### config.mk
export PLATFORM = sky130hd
export DESIGN_NAME = wait_guard_calc_flat
export DESIGN_NICKNAME = d
export VERILOG_FILES = /design/src/design/atr_pkg.sv /design/src/design/atr_param_if.sv /design/src/design/wait_guard_calc.sv /design/src/flat_wrapper.sv
export SDC_FILE = /design/constraint.sdc
export NUM_CORES = 1
export LEC_CHECK = 0
export BUFFER_PORTS_ARGS = -buffer_cell sky130_fd_sc_hd__buf_2
export CELL_PAD_IN_SITES_DETAIL_PLACEMENT = 1
export CELL_PAD_IN_SITES_GLOBAL_PLACEMENT = 1
export CORE_MARGIN = 1
export CORE_UTILIZATION = 25
export DETAILED_ROUTE_END_ITERATION = 12
export MAX_ROUTING_LAYER = met4
export PLACE_DENSITY = 0.53
export SLEW_MARGIN = 20
export SYNTH_ARGS = -nofsm -noshare
export SYNTH_HDL_FRONTEND = slang
export SYNTH_SLANG_ARGS = --single-unit
export TNS_END_PERCENT = 5
### constraint.sdc
create_clock -name mclk -period 1.6 [get_ports mclk]
set_input_delay 0.16 -clock mclk [delete_from_list [all_inputs] [get_ports mclk]]
set_output_delay 0.16 -clock mclk [all_outputs]
set_load 0.02 [all_outputs]
### src/design/atr_pkg.sv
// Purpose: shared constants and types for the answer-to-reset interface
//          character checker
// Assumes: characters arrive already de-framed, parity checked and in
//          direct convention
// Notes:   register offsets are byte addresses of aligned 32-bit words
package atr_pkg;

  // register map
  localparam logic [7:0] ADDR_CTRL = 8'h00;
  localparam logic [7:0] ADDR_STATUS = 8'h04;
  localparam logic [7:0] ADDR_GUARD = 8'h08;
  localparam logic [7:0] ADDR_WAIT = 8'h0C;
  localparam logic [7:0] ADDR_WWT = 8'h10;

  // control fields
  localparam int CTRL_WI_ANY_BIT = 0;
  localparam int CTRL_TA2_OK_BIT = 1;
  localparam logic [1:0] CTRL_RESET = 2'h0;

  // status fields
  localparam int ST_DONE_BIT = 0;
  localparam int ST_ACCEPT_BIT = 1;
  localparam int ST_WARM_BIT = 2;
  localparam int ST_SPECIFIC_BIT = 3;
  localparam int ST_CHANGE_BIT = 4;
  localparam int ST_T1_BIT = 5;
  localparam int ST_BUSY_BIT = 6;
  localparam int ST_PVOLT_LSB = 8;
  localparam int ST_PCURR_LSB = 13;

  // character values
  localparam logic [7:0] PS1_NONE = 8'h00;
  localparam logic [7:0] GT_SPECIAL = 8'hFF;
  localparam logic [7:0] GT_DEFAULT = 8'h00;
  localparam logic [7:0] WI_DEFAULT = 8'h0A;
  localparam logic [7:0] WI_ZERO = 8'h00;
  localparam logic [3:0] PROTO_T0 = 4'h0;
  localparam logic [3:0] PROTO_T1 = 4'h1;
  localparam logic [3:0] PROTO_E = 4'hE;

  // character slots: {group - 1, position A/B/C/D}
  localparam logic [3:0] SLOT_B1 = 4'h1;
  localparam logic [3:0] SLOT_C1 = 4'h2;
  localparam logic [3:0] SLOT_D1 = 4'h3;
  localparam logic [3:0] SLOT_A2 = 4'h4;
  localparam logic [3:0] SLOT_B2 = 4'h5;
  localparam logic [3:0] SLOT_C2 = 4'h6;
  localparam logic [3:0] SLOT_D2 = 4'h7;

  // timing counts in etus
  localparam logic [8:0] GAP_BASE = 9'h00C;
  localparam logic [8:0] GAP_T0_FF = 9'h00C;
  localparam logic [8:0] GAP_T1_FF = 9'h00B;
  localparam logic [23:0] WWT_FACTOR = 24'h0003C0;

  typedef enum logic [1:0] {ST_IDLE, ST_CHARS, ST_CALC} chk_state_t;

endpackage

### src/design/atr_param_if.sv
// Purpose: carries latched answer-to-reset parameters to the timing
//          calculator and its results back
// Assumes: single clock domain
// Notes:   load is a one-cycle pulse
`timescale 1ns/1ps
interface atr_param_if;
  logic load;
  logic t1;
  logic [7:0] guard_n;
  logic [7:0] wi;
  logic [5:0] d_factor;
  logic [8:0] gap_etu;
  logic [23:0] wwt_etu;

  modport ctl (output load, t1, guard_n, wi, d_factor,
               input gap_etu, wwt_etu);
  modport calc (input load, t1, guard_n, wi, d_factor,
                output gap_etu, wwt_etu);
endinterface

### src/design/wait_guard_calc.sv
// Purpose: turns guard and waiting integers into etu counts
// Assumes: inputs are stable in the cycle load is high
// Notes:   results change only on load
`timescale 1ns/1ps
module wait_guard_calc
  import atr_pkg::*;
(
  input logic mclk,
  input logic rst_n,
  atr_param_if.calc p
);

  // least start-to-start spacing between two terminal characters
  always_ff @(posedge mclk or negedge rst_n) begin
    if (!rst_n) begin
      p.gap_etu <= GAP_BASE;
    end else if (p.load) begin
      if (p.guard_n == GT_SPECIAL) begin
        p.gap_etu <= p.t1 ? GAP_T1_FF : GAP_T0_FF;
      end else begin
        p.gap_etu <= GAP_BASE + {1'b0, p.guard_n};
      end
    end
  end

  // work waiting time, 960 x D x integer
  always_ff @(posedge mclk or negedge rst_n) begin
    if (!rst_n) begin
      p.wwt_etu <= WWT_FACTOR * 24'(WI_DEFAULT);
    end else if (p.load) begin
      p.wwt_etu <= WWT_FACTOR * 24'(p.d_factor) * 24'(p.wi);
    end
  end

endmodule

### src/flat_wrapper.sv
// flat-port wrapper written by rule: the top's interface ports become plain ports
module wait_guard_calc_flat import atr_pkg::*;
  (mclk, rst_n, p_load, p_t1, p_guard_n, p_wi, p_d_factor, p_gap_etu, p_wwt_etu);
  atr_param_if p_i ();
  input logic mclk;
  input logic rst_n;
  input wire logic [$bits(p_i.load)-1:0] p_load;
  input wire logic [$bits(p_i.t1)-1:0] p_t1;
  input wire logic [$bits(p_i.guard_n)-1:0] p_guard_n;
  input wire logic [$bits(p_i.wi)-1:0] p_wi;
  input wire logic [$bits(p_i.d_factor)-1:0] p_d_factor;
  output wire logic [$bits(p_i.gap_etu)-1:0] p_gap_etu;
  output wire logic [$bits(p_i.wwt_etu)-1:0] p_wwt_etu;
  assign p_i.load = p_load;
  assign p_i.t1 = p_t1;
  assign p_i.guard_n = p_guard_n;
  assign p_i.wi = p_wi;
  assign p_i.d_factor = p_d_factor;
  assign p_gap_etu = p_i.gap_etu;
  assign p_wwt_etu = p_i.wwt_etu;
  wait_guard_calc u_core (.mclk(mclk), .rst_n(rst_n), .p(p_i));
endmodule
==> summary by stage <==
Status
The flow ran to the end, but the final reports show violations. The final reports fail on negative setup slack.

Final layout
The multi-input combinational cells in the finished layout cover a total of 3760 um^2. The post-route standard cell area excluding fillers is around 6300 um^2. After filler insertion, the fill cell instance count of the layout stands at between 2000 and 2500. In the final layout, the share of cells above drive strength 1 is 0.310. The number of antenna diodes in the final layout is 0. The area growth from synthesis to layout is 32.8%. For this run, the share of the core covered by cells in the final layout is 0.344. The storage element area is 683 um^2.

The layout net count is 824.

Logic synthesis
The synthesized netlist cell count is ~540. The primary flip-flop cell chosen by synthesis mapping is sky130_fd_sc_hd__dfrtp_1. After synthesis, the cell types taking the most area are sky130_fd_sc_hd__fa_1, sky130_fd_sc_hd__ha_1, sky130_fd_sc_hd__dfrtp_1. The mean post-synth cell area is 8.70 um^2.

The basic-gate share of the synthesized area counting and, or, nand and nor cells is 0.198. The part of the Yosys area used for sequential elements is 0.145. The multiplexer share of the synthesized area is 0.0191. The share of synthesized registers carrying an async set or reset is 1.00. The compound-gate portion of the synthesized area is 0.134. The combinational family with the most area after synthesis is adder cells. The cell taking the most area after synthesis is sky130_fd_sc_hd__fa_1. Of the total synthesized cell area, the portion taken by XOR and XNOR cells is 0.0223.

Counting flops with a built-in enable in the synthesized netlist gives 0. The share of synthesized cell area in full adder, half adder and majority cells is 0.382. Yosys printed 0 warnings. Of the post-synthesis cell area, the dominant cell type holds 0.242. Sorting the synthesized cells by how often they occur yields sky130_fd_sc_hd__inv_1, sky130_fd_sc_hd__fa_1, sky130_fd_sc_hd__ha_1. The post-synthesis instance area is ~4700 um^2. Counting flops and latches in the post-synthesis netlist gives 27. The count of unique library cells instantiated by Yosys is between 50 and 60.

The dominant cell by count in the synthesized netlist is sky130_fd_sc_hd__inv_1.

Placed design
The global placement routability congestion is slightly below 0.8. The count of input and output buffers is 52. Once placement finished, the instance area stood at 6000 um^2. The detailed-placement wirelength estimate is between 10000 and 15000 um.

Timing
Setup violations remaining at the end of the flow were counted as 16. The worst path setup slack after routing is -4320 ps. The number of failing hold endpoints at the final stage came to 0. The final clock period utilization by the worst path is 3.70. The clock period minus final worst setup slack is approximately 5900 ps. The clock arrives with 0 ps of skew.

The maximum clock frequency is about 170 MHz. Setup repair after global routing could not meet its margin everywhere. For the pin with the worst max-slew slack, the measured transition is 645 ps. The final max-slew violation count was 0.

The worst pin sits at a relative slew slack of 0.570.

Setup path
The data arrival time of the critical path is a little over 6000 ps. The sort of element at the start of the critical path is an input port. The slowest stage of the critical path is the sky130_fd_sc_hd__or4_4 cell. In this design, the stage delay of the slowest critical-path cell is 560 ps.

The number of cell instances on the worst register-to-register path is 3. Along the worst path, the maximum fanout reaches 4. Together, buffers and inverters on the worst path number 5. Among cell families on the critical path, the largest total delay comes from adder cells. The most prevalent standard cell on the critical path is sky130_fd_sc_hd__fa_1. The type of the setup path with the least slack is in -> reg. In this run the number of cells on the critical path is 22. STA classifies the critical path endpoint as a flop. The required time at the worst-slack endpoint is approximately 1800 ps.

Walking the worst path, the cells encountered are clkbuf_4 > fa_2 > fa_1 > ha_1 > a21oi_2 > o21ai_1 > xor2_1 > and2_1 > fa_1 > inv_1 > fa_1 > inv_1 > fa_1 > inv_1 > fa_1 > inv_1 > ha_1 > and2_4 > a221oi_4 > a211oi_2 > or4_4 > a31oi_4.

Floorplan
The horizontal die dimension is approximately 140 um. The cell row count is a little under 50. The top-level I/O count is between 50 and 60. After floorplanning, the core was sized to cover about 18000 um^2. The vertical extent of the die is about 140 um. For this configuration, the core starts out at a cell density of 0.259.

The floorplan step defined a die boundary enclosing roughly 19000 um^2.

GRT
The combined global-route utilization of all metal layers is 0.157. Entering global routing, the biggest net connects 28 pins. The number of global-route vias before repair is a little under 5000. The remaining global-route overflow is 0. The first global-routing pass estimated 24500 um of wire. The initial antenna violation count is 0.

Clocking
The CTS tree is built. The number of H-tree branching levels is 1. After clock tree synthesis, the clock-pin slew on the worst setup and hold paths is 70 ps. The root buffer cell chosen for the clock tree is sky130_fd_sc_hd__clkbuf_16.

Buffers inserted during clock tree synthesis total 3. Counting every sink on the clock net gives 27. The clock passes through at most 2 buffers.

The insertion delay to the later sink of the worst-skew pair is approximately 250 ps.

Routing
The detailed-routing iteration count for the pre-antenna-repair pass is 4. The antenna violation net count after detailed routing is 0. The first routing iteration left 120 violations. The final layout contains routed wiring with a total length of roughly 14000 um. The average detailed-routed wire length per instance is between 10 and 15 um.

The ratio of routed vias to standard cells is ~4.6. In the routed design, unresolved DRC markers number 0. The routed layout has ~4200 vias.

Min path
The path class of the lowest-slack min-delay path is in -> reg. The worst hold path passes through 3 cells.

Job
The max-capacitance violation count is 0.
[sequential cells by signal, summed over array words and instances (netlist names)]
signal,flops
u_core.p.gap_etu,9
u_core.p.wwt_etu,18
[layer usage]
layer,track usage,wire [um]
met2,0.285,7230
met1,0.199,6120
met4,0.0117,40
met3,0.00929,147
met5,-,0
[worst min-delay path: stages]
cell and delay, ps:
sky130_fd_sc_hd__buf_2 90, sky130_fd_sc_hd__xor2_1 60, sky130_fd_sc_hd__o2bb2ai_1 130
[final timing paths]
kind,start,endpoint,slack [ps]
min in group asynchronous,rst_n,u_core.p.gap_etu[4],500
max,p_d_factor[2],u_core.p.wwt_etu[23],-4320
min reg2reg,u_core.p.gap_etu[7],u_core.p.gap_etu[7],490
min,p_guard_n[7],u_core.p.gap_etu[7],230
max reg2reg,u_core.p.wwt_etu[20],u_core.p.wwt_etu[20],540
max in group asynchronous,rst_n,u_core.p.wwt_etu[16],690
[layout by cell type, fill, tap and decap left out, types with 7 or more instances in the layout]
master,netlist,final
sky130_fd_sc_hd__nand2_1,41,41
sky130_fd_sc_hd__and2_1,39,37
sky130_fd_sc_hd__nor2_1,16,15
sky130_fd_sc_hd__o2111ai_1,7,7
sky130_fd_sc_hd__nor2b_1,18,18
sky130_fd_sc_hd__mux2_2,8,7
sky130_fd_sc_hd__fa_1,57,55
sky130_fd_sc_hd__or4_1,8,7
sky130_fd_sc_hd__nor3_1,9,9
sky130_fd_sc_hd__ha_1,53,47
sky130_fd_sc_hd__o21ai_0,16,13
sky130_fd_sc_hd__dfrtp_1,21,21
sky130_fd_sc_hd__buf_4,6,110
sky130_fd_sc_hd__xnor2_1,8,8
sky130_fd_sc_hd__a21oi_1,25,20
sky130_fd_sc_hd__buf_2,2,49
sky130_fd_sc_hd__inv_1,90,87
sky130_fd_sc_hd__nand3_1,14,12
[per-stage QoR]
step	cells	worst slack [ps]	setup TNS [ps]	hold WS, ps
floorplan	548	-4380	-55990	-136
finish	916	-4320	-57390	229
detailed placement	907	-4790	-64870	237
CTS	916	-4350	-58300	223
global placement	907	-4630	-63120	225
global route	916	-4550	-61680	240
[what timing repair did]
item | in CTS | in global routing
endpoints found under the hold margin | 21 | 0
gates cloned | 0 | 0
hold buffers | 1 | 0
endpoints found under the setup margin | 16 | 16
pin swaps | 21 | 14
gates resized for setup | 21 | 11
buffers inserted | 4 | 1
[area by class of cell]
| class | instances | area share |
|---|---|---|
| multi-input cells | 402 | 0.600 |
| repair buffers | 164 | 0.179 |
| flip-flops and latches | 27 | 0.109 |
| inverters | 90 | 0.0539 |
| well taps | 229 | 0.0457 |
| clock buffers | 4 | 0.0126 |
[cell families (layout without fill, tap and decap cells)]
family,Yosys count,in the layout
muxes,8,8
buffers and inverters,119,258
xor gates and xnor gates,12,12
DFF,27,27
AOI/OAI and AO/OA,94,94
and+or+nand+nor,172,172
other,1,6
adders and majority gates,110,110
Power is left out: the tool's default activity adds up to more than one toggle a clock period on the data nets, which glitch-free logic cannot reach.
